<file path="src/psc_pkg.sv">
`default_nettype none
package psc_pkg;
  // Extended setup word layout
  localparam int unsigned WORD_W = 16;
  localparam int unsigned SEL_LSB = 0;
  localparam int unsigned SEL_W = 4;
  localparam int unsigned VSD_MASK_BIT = 5;
  localparam int unsigned ISD_MASK_BIT = 6;
  localparam int unsigned TSD_MASK_BIT = 7;
  localparam int unsigned RST_MASK_C_BIT = 8;
  localparam int unsigned RST_MASK_B_BIT = 9;
  localparam int unsigned RST_MASK_A_BIT = 10;
  localparam int unsigned PREWARN_LSB = 11;
  localparam int unsigned WDOG_EN_BIT = 14;
  localparam logic [15:0] EXT_WORD_RST = 16'h0000;

  // Monitor selector codes
  localparam logic [3:0] SEL_CONV_A = 4'h0;
  localparam logic [3:0] SEL_CONV_B = 4'h1;
  localparam logic [3:0] SEL_CONV_C = 4'h2;
  localparam logic [3:0] SEL_OVER = 4'h4;
  localparam logic [3:0] SEL_UNDER = 4'h5;
  localparam logic [3:0] SEL_MOTOR = 4'h6;
  localparam logic [3:0] SEL_THERM = 4'h7;
  localparam logic [3:0] SEL_REV0 = 4'h8;
  localparam logic [3:0] SEL_REV1 = 4'h9;
  localparam logic [3:0] SEL_REV2 = 4'hA;
  localparam logic [3:0] SEL_VENDOR = 4'hB;

  // Thermal pre-warning codes
  localparam logic [1:0] PREWARN_ANALOG = 2'h3;

  // Oscillator ratio window, motor edges per converter period
  localparam logic [5:0] RATIO_LOW = 6'h02;
  localparam logic [5:0] RATIO_HIGH = 6'h20;

  // Dead-zone filter and watchdog timing
  localparam int unsigned CLK_MHZ = 250;
  localparam int unsigned DEADZONE_NS = 400;
  localparam logic [7:0] DEADZONE_CYC =
    8'((DEADZONE_NS * CLK_MHZ + 999) / 1000);
  localparam int unsigned OSC_TIMEOUT_US = 100;
  localparam int unsigned OSC_TIMEOUT_CYC_DEF = OSC_TIMEOUT_US * CLK_MHZ;

  // APB register map
  localparam logic [7:0] REG_SETUP = 8'h00;
  localparam logic [7:0] REG_STATUS = 8'h04;
  localparam logic [7:0] REG_CTRL = 8'h08;
  localparam logic [31:0] CTRL_RST = {24'h00_0000, DEADZONE_CYC};

  // Raw or filtered protection detector outputs
  typedef struct packed {
    logic [2:0] over;
    logic [2:0] under;
    logic motorOc;
    logic thermal;
  } psc_trip_t;
endpackage
`default_nettype wire

</file>
<file path="src/psc_pin_sync.sv">
`default_nettype none
// Two-stage synchroniser with rising-edge detect for a group of pins
module psc_pin_sync #(
  parameter int unsigned W = 1
) (
  // Clock and reset
  input wire logic clk,
  input wire logic rst_n,
  // Asynchronous pins
  input wire logic [W-1:0] pinIn,
  // Synchronised level and one-cycle rising pulse
  output logic [W-1:0] level,
  output logic [W-1:0] rise
);
  logic [W-1:0] meta_r; // First stage, read only by the second
  logic [W-1:0] sync_r; // Second stage
  logic [W-1:0] prev_r; // Delayed copy for edge detect

  // Elaboration-time refusal of an empty pin group
  if (W < 1) begin : gBadWidth
    $error("psc_pin_sync: W must be at least 1");
  end

  // Shift the pins through the stages
  always_ff @(posedge clk or negedge rst_n) begin
    if (!rst_n) begin
      meta_r <= '0;
      sync_r <= '0;
      prev_r <= '0;
    end else begin
      meta_r <= pinIn;
      sync_r <= meta_r;
      prev_r <= sync_r;
    end
  end

  assign level = sync_r;
  assign rise = sync_r & ~prev_r;
endmodule
`default_nettype wire

</file>
<file path="src/psc_protection_shutdown_config.sv">
`default_nettype none
module psc_protection_shutdown_config #(
  parameter int unsigned OSC_TIMEOUT_CYC = psc_pkg::OSC_TIMEOUT_CYC_DEF,
  parameter logic [2:0] REVISION = 3'h0, // Arbitrary value
  parameter logic VENDOR_BIT = 1'b0 // Arbitrary value
) (
  // Clock and reset
  input wire logic clk,
  input wire logic rst_n,
  // APB slave
  input wire logic psel,
  input wire logic penable,
  input wire logic pwrite,
  input wire logic [7:0] paddr,
  input wire logic [31:0] pwdata,
  output logic [31:0] prdata,
  output logic pready,
  output logic pslverr,
  // Serial setup pins
  input wire logic serialClock,
  input wire logic serialData,
  input wire logic latchStrobe,
  input wire logic sleepIn,
  // Oscillators
  input wire logic motor_chop_oscillator,
  input wire logic converter_oscillator,
  // Analog detectors
  input wire psc_pkg::psc_trip_t tripRaw,
  input wire logic [2:0] thermalAbove, // Temp above THERMAL_TRIP-20, -30, -40
  // Protection results
  output logic [2:0] converterEnable,
  output logic motorShutdown,
  output logic deviceShutdown,
  output logic [1:0] thermal_prewarn_margin,
  output logic thermalAnalogMode,
  // Open-drain pins, driven low while oe is high
  output logic reset_output_pin_out,
  output logic reset_output_pin_oe,
  output logic monitor_output_out,
  output logic monitor_output_oe,
  output logic thermal_warning_output_out,
  output logic thermal_warning_output_oe
);
  localparam int unsigned TW = $bits(psc_pkg::psc_trip_t);

  // Refuse timeouts that the 24-bit counter cannot hold
  if (OSC_TIMEOUT_CYC < 2 || OSC_TIMEOUT_CYC > 32'h00FF_FFFF) begin : gBadTimeout
    $error("OSC_TIMEOUT_CYC out of range");
  end

  // Synchronised pins
  logic [3:0] serLvl, serRise;
  logic [1:0] oscLvl, oscRise;
  logic [TW-1:0] tripLvl;
  logic [2:0] thermLvl;

  psc_pin_sync #(.W(4)) uSerSync (
    .clk(clk),
    .rst_n(rst_n),
    .pinIn({sleepIn, latchStrobe, serialData, serialClock}),
    .level(serLvl),
    .rise(serRise)
  );
  psc_pin_sync #(.W(2)) uOscSync (
    .clk(clk),
    .rst_n(rst_n),
    .pinIn({converter_oscillator, motor_chop_oscillator}),
    .level(oscLvl),
    .rise(oscRise)
  );
  psc_pin_sync #(.W(TW + 3)) uTripSync (
    .clk(clk),
    .rst_n(rst_n),
    .pinIn({thermalAbove, tripRaw}),
    .level({thermLvl, tripLvl}),
    .rise()
  );

  wire sclkRise = serRise[0];
  wire dataLvl = serLvl[1];
  wire strobeRise = serRise[2];
  wire sleepLvl = serLvl[3];
  wire sleepRise = serRise[3];
  wire motorOscRise = oscRise[0];
  wire convOscRise = oscRise[1];

  // Serial shift register and extended setup word
  logic [15:0] shift_r;
  logic [15:0] extWord_r; // Extended setup word, all fields default low
  logic selValid_r; // Selector released until the next extended write

  // Strobe with sleep low loads; data high there picks the extended bank
  wire extLoad = strobeRise & ~sleepLvl & dataLvl;

  // Shift on serial clock edges, latch on strobe
  always_ff @(posedge clk or negedge rst_n) begin
    if (!rst_n) begin
      shift_r <= psc_pkg::EXT_WORD_RST;
    end else if (sclkRise) begin
      shift_r <= {shift_r[14:0], dataLvl};
    end
  end

  // Word register; sleep release clears only the selector
  always_ff @(posedge clk or negedge rst_n) begin
    if (!rst_n) begin
      extWord_r <= psc_pkg::EXT_WORD_RST;
      selValid_r <= 1'b0;
    end else if (extLoad) begin
      extWord_r <= shift_r;
      selValid_r <= 1'b1;
    end else if (sleepRise) begin
      extWord_r[psc_pkg::SEL_LSB +: psc_pkg::SEL_W] <= '0;
      selValid_r <= 1'b0;
    end
  end

  // Decoded fields
  wire [3:0] selCode = extWord_r[psc_pkg::SEL_LSB +: psc_pkg::SEL_W];
  wire vsdMask = extWord_r[psc_pkg::VSD_MASK_BIT];
  wire isdMask = extWord_r[psc_pkg::ISD_MASK_BIT];
  wire tsdMask = extWord_r[psc_pkg::TSD_MASK_BIT];
  wire [2:0] rstMask = {extWord_r[psc_pkg::RST_MASK_C_BIT],
                        extWord_r[psc_pkg::RST_MASK_B_BIT],
                        extWord_r[psc_pkg::RST_MASK_A_BIT]};
  wire [1:0] prewarn = extWord_r[psc_pkg::PREWARN_LSB +: 2];
  wire wdogEn = extWord_r[psc_pkg::WDOG_EN_BIT];

  // Control register from software
  logic [31:0] ctrl_r;
  wire [7:0] deadZoneCyc = ctrl_r[7:0];

  // Dead-zone filters: a trip counts once held for the programmed time
  logic [TW-1:0] tripFilt_r;
  genvar gi;
  generate
    for (gi = 0; gi < TW; gi++) begin : gFilt
      logic [7:0] cnt_r;
      // Count while the raw trip stays high, drop at once when it falls
      always_ff @(posedge clk or negedge rst_n) begin
        if (!rst_n) begin
          cnt_r <= 8'h00;
          tripFilt_r[gi] <= 1'b0;
        end else if (!tripLvl[gi]) begin
          cnt_r <= 8'h00;
          tripFilt_r[gi] <= 1'b0;
        end else if (cnt_r >= deadZoneCyc) begin
          tripFilt_r[gi] <= 1'b1;
        end else begin
          cnt_r <= cnt_r + 8'h01;
        end
      end
    end
  endgenerate

  psc_pkg::psc_trip_t filt;
  assign filt = tripFilt_r;

  // Converter trips per channel, bit 0 is channel A
  wire [2:0] convTrip = (filt.over | filt.under) & {3{~vsdMask}};

  // Shutdown latches
  logic [2:0] chanOff_r; // Channel stopped by its own masked trip
  logic globalOff_r; // Unmasked converter trip: reset and all off
  logic devOff_r; // Thermal or oscillator fault
  logic motorOff_r; // Motor overcurrent
  logic wdFault;

  // Trip flags set over the sleep release, so a live fault is never lost
  always_ff @(posedge clk or negedge rst_n) begin
    if (!rst_n) begin
      chanOff_r <= 3'h0;
      globalOff_r <= 1'b0;
      devOff_r <= 1'b0;
      motorOff_r <= 1'b0;
    end else begin
      chanOff_r <= (sleepRise ? 3'h0 : chanOff_r) | (convTrip & rstMask);
      globalOff_r <= (globalOff_r & ~sleepRise) | |(convTrip & ~rstMask);
      devOff_r <= (devOff_r & ~sleepRise) | (filt.thermal & ~tsdMask)
        | wdFault;
      motorOff_r <= (motorOff_r & ~sleepRise) | (filt.motorOc & ~isdMask);
    end
  end

  // Channels run unless stopped globally, individually or by device fault
  assign converterEnable = ~chanOff_r & {3{~globalOff_r & ~devOff_r}};
  assign motorShutdown = motorOff_r | devOff_r;
  assign deviceShutdown = devOff_r;
  assign reset_output_pin_out = 1'b0;
  assign reset_output_pin_oe = globalOff_r;

  // Oscillator watchdog: motor edges counted per converter period
  logic [5:0] mCnt_r;
  logic armed_r;
  logic [23:0] toCnt_r;
  wire ratioBad = (mCnt_r <= psc_pkg::RATIO_LOW) || (mCnt_r >= psc_pkg::RATIO_HIGH);
  wire timeout = (toCnt_r >= 24'(OSC_TIMEOUT_CYC)); // Converter oscillator stopped
  assign wdFault = wdogEn & ((armed_r & convOscRise & ratioBad) | timeout);

  // Count motor edges, saturating at the upper limit
  always_ff @(posedge clk or negedge rst_n) begin
    if (!rst_n) begin
      mCnt_r <= 6'h00;
      armed_r <= 1'b0;
    end else if (!wdogEn) begin
      mCnt_r <= 6'h00;
      armed_r <= 1'b0;
    end else if (convOscRise) begin
      mCnt_r <= 6'h00;
      armed_r <= 1'b1; // First period after enable is only a start
    end else if (motorOscRise && mCnt_r < psc_pkg::RATIO_HIGH) begin
      mCnt_r <= mCnt_r + 6'h01;
    end
  end

  // Time since the last converter edge, in system clocks
  always_ff @(posedge clk or negedge rst_n) begin
    if (!rst_n) begin
      toCnt_r <= 24'h00_0000;
    end else if (!wdogEn || convOscRise) begin
      toCnt_r <= 24'h00_0000;
    end else if (!timeout) begin
      toCnt_r <= toCnt_r + 24'h00_0001;
    end
  end

  // Monitor source selection
  logic monSig;
  always_comb begin
    unique case (selCode)
      psc_pkg::SEL_CONV_A: monSig = filt.over[0] | filt.under[0];
      psc_pkg::SEL_CONV_B: monSig = filt.over[1] | filt.under[1];
      psc_pkg::SEL_CONV_C: monSig = filt.over[2] | filt.under[2];
      psc_pkg::SEL_OVER: monSig = |filt.over;
      psc_pkg::SEL_UNDER: monSig = |filt.under;
      psc_pkg::SEL_MOTOR: monSig = filt.motorOc;
      psc_pkg::SEL_THERM: monSig = filt.thermal;
      psc_pkg::SEL_REV0: monSig = REVISION[0];
      psc_pkg::SEL_REV1: monSig = REVISION[1];
      psc_pkg::SEL_REV2: monSig = REVISION[2];
      psc_pkg::SEL_VENDOR: monSig = VENDOR_BIT;
      default: monSig = 1'b0; // Unused codes stay released
    endcase
  end

  // Registered monitor and thermal warning pins
  logic monOe_r, thOe_r;
  logic thSel;
  always_comb begin
    unique case (prewarn)
      2'h0: thSel = thermLvl[0];
      2'h1: thSel = thermLvl[1];
      2'h2: thSel = thermLvl[2];
      default: thSel = 1'b0; // Analog: digital driver released
    endcase
  end

  // Pull the pins low while the chosen condition holds
  always_ff @(posedge clk or negedge rst_n) begin
    if (!rst_n) begin
      monOe_r <= 1'b0;
      thOe_r <= 1'b0;
    end else begin
      monOe_r <= selValid_r & monSig;
      thOe_r <= thSel;
    end
  end

  assign monitor_output_out = 1'b0;
  assign monitor_output_oe = monOe_r;
  assign thermal_warning_output_out = 1'b0;
  assign thermal_warning_output_oe = thOe_r;
  assign thermal_prewarn_margin = prewarn;
  assign thermalAnalogMode = (prewarn == psc_pkg::PREWARN_ANALOG);

  // APB decode
  wire setupPh = psel & ~penable;
  wire accessWr = psel & penable & pwrite;
  wire hitSetup = (paddr == psc_pkg::REG_SETUP);
  wire hitStatus = (paddr == psc_pkg::REG_STATUS);
  wire hitCtrl = (paddr == psc_pkg::REG_CTRL);
  wire badAddr = ~(hitSetup | hitStatus | hitCtrl) | (pwrite & ~hitCtrl);
  wire [31:0] statusWord = {8'h00, wdogEn, armed_r, devOff_r, motorOff_r,
                            globalOff_r, chanOff_r, 8'h00, tripFilt_r};
  wire [31:0] rdMux = hitSetup ? {16'h0000, extWord_r} :
                      hitStatus ? statusWord :
                      hitCtrl ? ctrl_r : 32'h0000_0000;

  // Read data captured in the setup phase, errors likewise
  logic errR;
  always_ff @(posedge clk or negedge rst_n) begin
    if (!rst_n) begin
      prdata <= 32'h0000_0000;
      errR <= 1'b0;
    end else if (setupPh) begin
      prdata <= pwrite ? 32'h0000_0000 : rdMux;
      errR <= badAddr;
    end
  end

  // Control register write, only the dead-zone field is kept
  always_ff @(posedge clk or negedge rst_n) begin
    if (!rst_n) begin
      ctrl_r <= psc_pkg::CTRL_RST;
    end else if (accessWr && hitCtrl) begin
      ctrl_r <= {24'h00_0000, pwdata[7:0]};
    end
  end

  assign pready = 1'b1;
  assign pslverr = psel & penable & errR;
endmodule
`default_nettype wire

</file>
<file path="config.mk">
export PLATFORM = sky130hd
export DESIGN_NAME = psc_protection_shutdown_config
export DESIGN_NICKNAME = d
export VERILOG_FILES = /design/src/psc_pkg.sv /design/src/psc_pin_sync.sv /design/src/psc_protection_shutdown_config.sv
export SDC_FILE = /design/constraint.sdc
export NUM_CORES = 1
export LEC_CHECK = 0
export ABC_AREA = 1
export BUFFER_PORTS_ARGS = -buffer_cell sky130_fd_sc_hd__buf_2
export CAP_MARGIN = 10
export CORE_MARGIN = 2
export CORE_UTILIZATION = 65
export CTS_CLUSTER_SIZE = 30
export DETAILED_ROUTE_END_ITERATION = 12
export PLACE_DENSITY = 0.86
export SLEW_MARGIN = 40
export SYNTH_ARGS = -nofsm -noshare
export SYNTH_HDL_FRONTEND = slang
export SYNTH_SLANG_ARGS = --single-unit
</file>
<file path="constraint.sdc">
create_clock -name clk -period 5.65 [get_ports clk]
set_clock_uncertainty 0.1 [all_clocks]
set_input_delay 1.13 -clock clk [delete_from_list [all_inputs] [get_ports clk]]
set_output_delay 1.13 -clock clk [all_outputs]
set_load 0.02 [all_outputs]
</file>
Yosys cells after proc, flatten, opt, wreduce, memory -nomap -nowiden:

Index checks and enable logic that the tools add are counted.

* flip-flop bits (word level): 225
* input bits: 62

* $add $sub $neg: 10
* magnitude comparators: 12
* equality and inequality tests: 30
* muxes and demuxes: 50
* bitwise operators: 51
* reductions and logical operators: 12

Operators with widths (count)
* $mux W8: 17
* $mux W24: 5
* $add A8 B1 Y8 const B: 8
* $ge A8 B8 Y1: 8
* $ne A2 B2 Y1 const B: 17
* $add A24 B1 Y24 const B: 1
* $ge A24 B15 Y1 const B: 1
* $mux W1: 20
* $mux W6: 3
* $and A1 B1 Y1: 17
* $eq A4 B3 Y1 const B: 4
* $and A3 B3 Y3: 4
* $or A1 B1 Y1: 12
* $not A1 Y1: 10
* $reduce_or A3 Y1: 3
* $eq A8 B3 Y1 const B: 1
* $eq A8 B4 Y1 const B: 1
* $logic_not A8 Y1: 1
* $mux W4: 2
* $pmux W1 S7: 1
* $add A6 B1 Y6 const B: 1
* $ge A6 B6 Y1 const B: 1
* $le A6 B2 Y1 const B: 1
* $lt A6 B6 Y1 const B: 1
* other kinds (20): 25

Logic depth before layout (Yosys ltp):

Gate-level depths: netlist (run 1).

* depth after elaboration: 7
* gate-level depth with buffers: 12
* depth with buffers taken out: 12

By module:

From an unflattened synthesis (run 1), not the netlist that was laid out.

* cell total of the unflattened synthesis: 1516
* area, all modules: 12343.1 µm²

Modules (own cells, without submodules)
* psc_protection_shutdown_config: instances 1, cells an instance 1431, area an instance 10896.7 µm², sequential area each 4433.0 µm²
* psc_pin_sync (uTripSync): instances 1, cells an instance 55, area an instance 935.9 µm², sequential area each 825.8 µm²
* psc_pin_sync (uSerSync): instances 1, cells an instance 20, area an instance 340.3 µm², sequential area each 300.3 µm²
* psc_pin_sync (uOscSync): instances 1, cells an instance 10, area an instance 170.2 µm², sequential area each 150.1 µm²

Worst setup path before layout (run 1):

No wires, ideal clock.

* path type: input-to-output
* from: input port penable
* to: output port pslverr
* arrival: 1.464 ns
* data required time: 4.420 ns
* slack: 2.956 ns
* stages: 2
* buffers on the path: 0
* path through: nand2_1 nor2_1

* longest elaborated chain between the ends: 2

RTL lines
* from (decl): line psc_protection_shutdown_config.sv:12 `input wire logic penable,`
* $and A1 B1 Y1 (2 in a row): line psc_protection_shutdown_config.sv:311 `assign pslverr = psel & penable & errR;`
* to (decl): line psc_protection_shutdown_config.sv:18 `output logic pslverr,`

Every way passes these cells.

Worst setup path in the final report (run 1):

Ends and elaborated chain as after synthesis.

==> metrics, run 1 <==
count of cell types in the netlist 40; Critical Path RT 4.42 ns; Worst slew margin 0.400; final wirelength 26,400 um; flops & latches, synth 216; Worst Path Buf+Inv 2; min Tclk post-route 2.82 ns; post-route ant nets 0; Synth-to-Final Area Change 10.6%; CTS tree yes; FF+latch area 0.00541 sq mm; worst skew pair latency 0.51 ns; syn_area_per_cell 8.06 sq um; Post-Place Cell Area 0.0122 sq mm; CTS Sinks 216; mapped cell area 0.0117 sq mm; most used routing layer met2; status finished, final reports clean; DP HPWL 17,600 um; GRT overflow 0; Final Max Slew Viols 0; Initial Utilization 0.670; fmax 355 MHz; Post-synth top flop dfrtp_1; Mapped Cells 1,447; Post-CTS Setup Repair Bufs 0; period utilization 0.499; Vias/cell 5.66; setup TNS 0 ns; Slowest-stage cell, CP buf_2; RSZ-0062 raised after global routing false; yosys warns 0; Worst setup EP type output pin; Final setup viols 0; 1st-pass router iterations 5; worst slew pin tran 0.897 ns; startpoint types primary input; All-Layer GR Usage 0.287; post-route cell area 0.0129 sq mm; core area 0.0174 sq mm; max incr delay on CP 0.17 ns; M1 GR Usage 0.368; Setup WS post-layout 2.83 ns; crit-path max FO 2; routability cong. 0.900; Power Dens Cells 268 mW/mm^2; total power 3.46 mW; DR vias 9,916; Top cell by count, worst path buf_2; first-pass GRT wire length 44,000 um; most common cell after layout, fill and taps aside nand2_1; register area share after synthesis 0.464; Post-CTS Resized 0; Antenna diodes 0; I/O pins 110; vias in the first global route 9,491; crit-path cells buf_2 > nand2_1 > nor2_1 > buf_2; number of remaining DRC errors 0; fillcell total 1,273; nets 1,649; CP Class in -> out; htree depth 1; most frequent cells in the layout 414 x nand2_1, 213 x dfrtp_1, 180 x inv_1, 139 x nand3_1, 122 x nor2_1; Peak VDD IR 241 uV; port bufs 73; Tightest Hold Check Type reg -> reg; met3 Usage GRT 0.0446; initial antenna violation count 0; met2 Resource Use GR 0.499; Place WS 2.67 ns; clock slew at reported path FFs 0.06 ns; Post-CTS Hold Fix Bufs 0; family with the most delay on the worst path buffers and inverters; area of the multi-input gates 0.00535 sq mm; Final Hold Vio Count 0; LEAKAGE 7.03 nW; # Max-Cap Violations 0; die extent in y 138 um; Die ar. 0.0190 sq mm; largest net degree at the start of global routing 86; post-DR wirelength/cell 15.0 um; Max Buffers Root-to-Sink 3; Std-Cell Rows 48; Post-synth EDFFs 0; initial DRC count 790; Horiz. Die Dim 138 um; layout cells sized above 1 0.0911; worst path arrival time 1.59 ns; clock buffer count from CTS 23; fraction of registers with async set/reset 1.00; root buf cell clkbuf_16
power breakdown:
part / switching (mW) / leakage, nW / total [mW] / internal (mW)
logic: 0.202 / 3.83 / 0.279 / 0.0766
registers: 0.0635 / 2.85 / 1.69 / 1.63
clock network: 0.620 / 0.351 / 1.49 / 0.867
final cells by class:
| cell class | instances | area share |
|---|---|---|
| inverter | 185 | 0.0538 |
| multi-input combinational | 1009 | 0.415 |
| clock buffer | 29 | 0.0479 |
| sequential | 216 | 0.419 |
| timing repair buffer | 76 | 0.0334 |
| clock inverter | 11 | 0.00921 |
| tap | 225 | 0.0218 |
routing by layer:
metal | vias to the layer above | part of all wire
met3 | 55 | 0.055
li1 | 4784 | -
met5 | - | 0
met2 | 294 | 0.49
met1 | 4783 | 0.43
met4 | 0 | 0.028
final timing paths:
check,startpoint,end,slack [ns],cells past startpoint
hold reg to reg,uSerSync.meta_r[0],uSerSync.level[0],0.25,0
hold / removal,uSerSync.meta_r[0],uSerSync.level[0],0.25,0
min in group asynchronous,rst_n,prdata[12],0.46,1
setup / recovery,penable,pslverr,2.83,4
max in group asynchronous,rst_n,uTripSync.meta_r[6],4.16,2
setup reg to reg,ctrl_r[5],filt[4],3.18,7
state kept, by name, summed over array words and instances (netlist names), 2 cells and up:
| signal | flops |
|---|---|
| gFilt.cnt_r | 64 |
| prdata | 24 |
| toCnt_r | 24 |
| extWord_r | 16 |
| shift_r | 16 |
| uTripSync.level | 11 |
| uTripSync.meta_r | 11 |
| ctrl_r | 8 |
| filt | 8 |
| mCnt_r | 6 |
| uSerSync.level | 4 |
| uSerSync.meta_r | 4 |
| chanOff_r | 3 |
| uSerSync.prev_r | 3 |
| uOscSync.level | 2 |
| uOscSync.meta_r | 2 |
| uOscSync.prev_r | 2 |
logic make-up (layout without fill, tap and decap cells):
family                     after synthesis  after routing  synth area share
and+or+nand+nor                        764            764             0.284
buffers and inverters                  232            301            0.0820
DFF                                    216            216             0.464
AOI/OAI and AO/OA                      121            121            0.0612
adders and majority gates               76             76            0.0815
xor gates and xnor gates                36             36            0.0270
other                                    2             12          0.000644
metrics by stage:
step,instances,hold WS (ns),utilization
after floorplan,1457,0.231,-
after global placement,1710,0.232,0.696
after detailed placement,1711,0.235,0.698
after global routing,1751,0.251,0.741
final,1751,0.246,0.741
after CTS,1751,0.249,0.741
worst reg2reg max path: cells and delay by family, from the launching register on:
family / cells / cell delay [ns]
flops: 1 / 0.55
compound gates: 3 / 0.73
simple gates: 1 / 0.29
buf+inv: 2 / 0.30
fa+ha+maj: 1 / 0.41
synthesized netlist by cell type, types with 2 or more instances:
master,number,area (sq um)
a21oi_1,29,145
conb_1,2,7.51
nand4_1,52,325
ha_1,76,951
buf_1,4,15.0
o211ai_1,9,67.6
buf_4,14,105
nor3b_1,6,45.0
a22oi_1,2,15.0
xnor2_1,4,35.0
xor2_1,32,280
o22ai_1,7,43.8
nor3_1,3,15.0
nor2_2,3,18.8
clkbuf_1,17,63.8
nand3_1,140,701
o21ai_0,45,225
buf_2,9,45.0
o21a_1,8,60.1
nor2_1,123,462
inv_1,180,676
nand3_2,4,40.0
nand2_4,2,22.5
nand3b_1,9,67.6
o21bai_1,4,30.0
o31ai_1,13,97.6
inv_2,5,18.8
dfrtp_1,213,5330
nand2_2,2,12.5
dfstp_2,3,78.8
buf_6,3,33.8
nand2_1,416,1560
(Power assumes the default switching activity.)
==> run 2: changes to the inputs <==
--- a/config.mk
+++ b/config.mk
@@ -5,14 +5,14 @@
 export SDC_FILE = /design/constraint.sdc
 export NUM_CORES = 1
 export LEC_CHECK = 0
-export ABC_AREA = 1
+export ABC_AREA = 0
 export BUFFER_PORTS_ARGS = -buffer_cell sky130_fd_sc_hd__buf_2
 export CAP_MARGIN = 10
 export CORE_MARGIN = 2
-export CORE_UTILIZATION = 65
+export CORE_UTILIZATION = 59
 export CTS_CLUSTER_SIZE = 30
 export DETAILED_ROUTE_END_ITERATION = 12
-export PLACE_DENSITY = 0.86
+export PLACE_DENSITY = 0.8
 export SLEW_MARGIN = 40
 export SYNTH_ARGS = -nofsm -noshare
 export SYNTH_HDL_FRONTEND = slang
==> constraint.sdc (replaced) <==
create_clock -name clk -period 2.9 [get_ports clk]
set_clock_uncertainty 0.1 [all_clocks]
set_input_delay 0.58 -clock clk [delete_from_list [all_inputs] [get_ports clk]]
set_output_delay 0.58 -clock clk [all_outputs]
set_load 0.02 [all_outputs]
==> run 2 against run 1 <==
Global-route usage shrank 4.0 points. Clock power increased by 110%. Critical endpoint is now gFilt[3].cnt_r[7]. Largest cell class unchanged. Wire length shrank 14%. Area after synthesis down 9.5%. Final cell count fell by 25%. Non-clock buffer count is 21 higher. Utilization is 4.4 points lower. Worst hold slack lost 0.18 ns. Power is 110% higher.
==> metrics, run 2 <==
status finished, final reports clean; Peak VDD IR 457 uV (+90%); family with the most delay on the worst path compound AO/OA/AOI/OAI gates; mapped cell area 0.0106 sq mm (-9.5%); Mapped Cells 979 (-32%); Worst setup EP type flop; Combinational Power Share 0.095 (+0.014); DR vias 7,832 (-21%); internal power 5.55 mW (+120%); RSZ-0062 raised after global routing false; final wirelength 22,600 um (-14%); worst slew pin tran 0.736 ns (-0.161 ns); sequential power share 0.477 (-0.012); Yosys top cell by area dfrtp_1; Final setup viols 0 (unchanged); nets 1,208 (-27%); Std-Cell Rows 48 (unchanged); startpoint types flop; Final Max Slew Viols 0 (unchanged); wl on met1 10,200 um (-9.7%); Antenna diodes 0 (unchanged); CTS tree yes; register area share after synthesis 0.512 (+0.0486); vias in the first global route 7,449 (-22%); Final Hold Vio Count 0 (unchanged); Post-synth EDFFs 0 (unchanged); post-synth top area share 0.505 (+0.0479); Worst Path Buf+Inv 1 (-1); crit-path max FO 16 (+14); Slowest-stage cell, CP or4_1; Post-synth top flop dfrtp_1; flops & latches, synth 216 (unchanged); Post-CTS Resized 0 (unchanged); worst skew pair latency 0.51 ns (about the same); clock buffer count from CTS 24 (+4.3%); clock slew at reported path FFs 0.06 ns (about the same); layout cells sized above 1 0.177 (+0.0855); biggest regs gFilt.cnt_r (64), prdata (24), toCnt_r (24); All-Layer GR Usage 0.247 (-0.0401); total power 7.37 mW (+110%); Initial Utilization 0.606 (-0.0636); GRT overflow 0 (unchanged); Top reg by flops gFilt.cnt_r; period utilization 0.966; first-pass GRT wire length 37,400 um (-15%); most common cell in the netlist dfrtp_1; Tightest Hold Check Type in -> reg; hold_ws 0.0659 ns (-0.180 ns); min Tclk post-route 2.80 ns; crit-path cells inv_1 > ha_1 > o211a_1 > a211oi_1 > o31ai_4 > or4_1 > a21oi_1; most common cell after layout, fill and taps aside dfrtp_1; Max Buffers Root-to-Sink 3 (unchanged); Die ar. 0.0190 sq mm (-0.28%); clock share of power 0.428 (-0.002); htree depth 1 (unchanged); setup TNS 0 ns (unchanged); yosys warns 0 (unchanged); die extent in y 138 um (-0.14%); count of cell types in the netlist 54 (+35%); Synth-to-Final Area Change 14.9%; port bufs 73 (unchanged); max incr delay on CP 0.55 ns (+0.38 ns); fraction of registers with async set/reset 1.00 (unchanged); 1st-pass router iterations 4 (-1); root buf cell clkbuf_16; most frequent cells in the layout 213 x dfrtp_1, 86 x nand2_1, 76 x ha_1, 72 x buf_2, 59 x a21oi_1; WL met2 10,600 um (-18%); top layer in use met4; Horiz. Die Dim 138 um (-0.14%); fmax 357 MHz; post-route ant nets 0 (unchanged); CP Class reg -> reg; LEAKAGE 5.80 nW (-18%); initial DRC count 497 (-37%); metal3 WL 1210 um (-16%); worst path arrival time 3.13 ns (+1.54 ns); DP HPWL 15,300 um (-13%); Area contributors post-synth dfrtp_1 50%, ha_1 9.0%, mux2_2 3.8%; routability cong. 0.865 (-3.9%); syn_area_per_cell 10.8 sq um (+34%); Switching Fraction 0.248 (-0.00862); Post-synth top cells 213 x dfrtp_1, 86 x nand2_1, 76 x ha_1; number of remaining DRC errors 0 (unchanged); max reg flops 64 (unchanged); post-DR wirelength/cell 17.3 um (+15%); Critical Path RT 3.23 ns (-1.19 ns); Power Dens Cells 608 mW/mm^2 (+130%); largest net degree at the start of global routing 66 (-23%); core area 0.0174 sq mm (unchanged); Switch Pwr 1.83 mW (+110%); # Max-Cap Violations 0 (unchanged); CTS Sinks 216 (unchanged); I/O pins 110 (unchanged); fillcell total 1,255 (-1.4%); Vias/cell 5.97 (+5.4%); Worst slew margin 0.506 (+0.107); initial antenna violation count 0 (unchanged)
## run 2: changes by cell type after synthesis, moves of 20 or more
| cell | change |
|---|---|
| or3_1 | +26 |
| nand4_1 | -33 |
| nand2_1 | -330 |
| mux2_2 | +36 |
| a22o_1 | +23 |
| mux2i_1 | +23 |
| inv_1 | -144 |
| nor2_1 | -82 |
| nand3_1 | -107 |
| and3_1 | +20 |
| xor2_1 | -30 |
| a21oi_1 | +30 |
| nand2b_1 | +35 |
## run 2: through the flow
stage          cell area (sq um)  utilization  std cells  worst slack [ns]
6_report                   12100        0.697       1312            0.0998
5_1_grt                    12100        0.697       1312            0.0208
4_1_cts                    12100        0.696       1312             0.105
3_5_place_dp               11300        0.648       1268             0.173
3_3_place_gp               11300        0.646       1268             0.106
2_1_floorplan              10600            -        989             0.527
## run 2: final timing paths
kind / start / end / slack, ns / cells past startpoint
min in group asynchronous: rst_n / uTripSync.meta_r[7] / 0.52 / 2
max in group asynchronous: rst_n / extWord_r[12] / 1.50 / 3
min reg2reg: uSerSync.meta_r[0] / uSerSync.level[0] / 0.25 / 0
max: ctrl_r[2] / gFilt[3].cnt_r[7] / 0.1 / 7
min: tripRaw[7] / uTripSync.meta_r[7] / 0.07 / 1
max reg2reg: ctrl_r[2] / gFilt[3].cnt_r[7] / 0.1 / 7
## run 2: what timing repair did
item / in CTS / in global routing
hold buffers: 1 / 0
buffers inserted: 0 / 0
endpoints found under the setup margin: 0 / 0
hold endpoints to repair: 61 / 0
## run 2: layer usage
layer,GRT usage,vias to the layer above
met5,0,-
met3,0.0379,58
met1,0.354,3834
li1,-,3708
met2,0.386,232
met4,0.0862,0
## run 2: kinds of logic after synthesis
group	count (synthesis)	share of synthesized area
adders and majority gates	76	0.0900
DFF	216	0.512
xor gates and xnor gates	15	0.0124
muxes	59	0.0602
buffers and inverters	78	0.0331
and+or+nand+nor	329	0.168
AOI/OAI and AO/OA	204	0.124
other	2	0.000711
## run 2: power by group through the flow
stage / Clock (mW) / Sequential [mW] / Combinational (mW)
6_report: 3.16 / 3.52 / 0.698
5_1_grt: 3.33 / 3.56 / 0.781
4_1_cts: 3.21 / 3.51 / 0.703
3_5_place_dp: 0 / 3.56 / 0.694
3_3_place_gp: 0 / 3.54 / 0.666
2_1_floorplan: 0 / 3.48 / 0.480
## run 2: worst reg2reg max path: stages, from the launching register on
cell	delay [ns]
dfstp_2	0.54
inv_1	0.18
ha_1	0.35
o211a_1	0.22
a211oi_1	0.38
o31ai_4	0.22
or4_1	0.55
a21oi_1	0.18
## run 2: layout make-up
type                            instances  area, sq um  area share
Multi-Input combinational cell        695         4880       0.402
Clock inverter                          9          124      0.0102
Tap cell                              225          282      0.0232
Clock buffer                           34          709      0.0585
Sequential cell                       216         5410       0.446
Timing Repair Buffer                   97          596      0.0491
Inverter                               36          135      0.0111
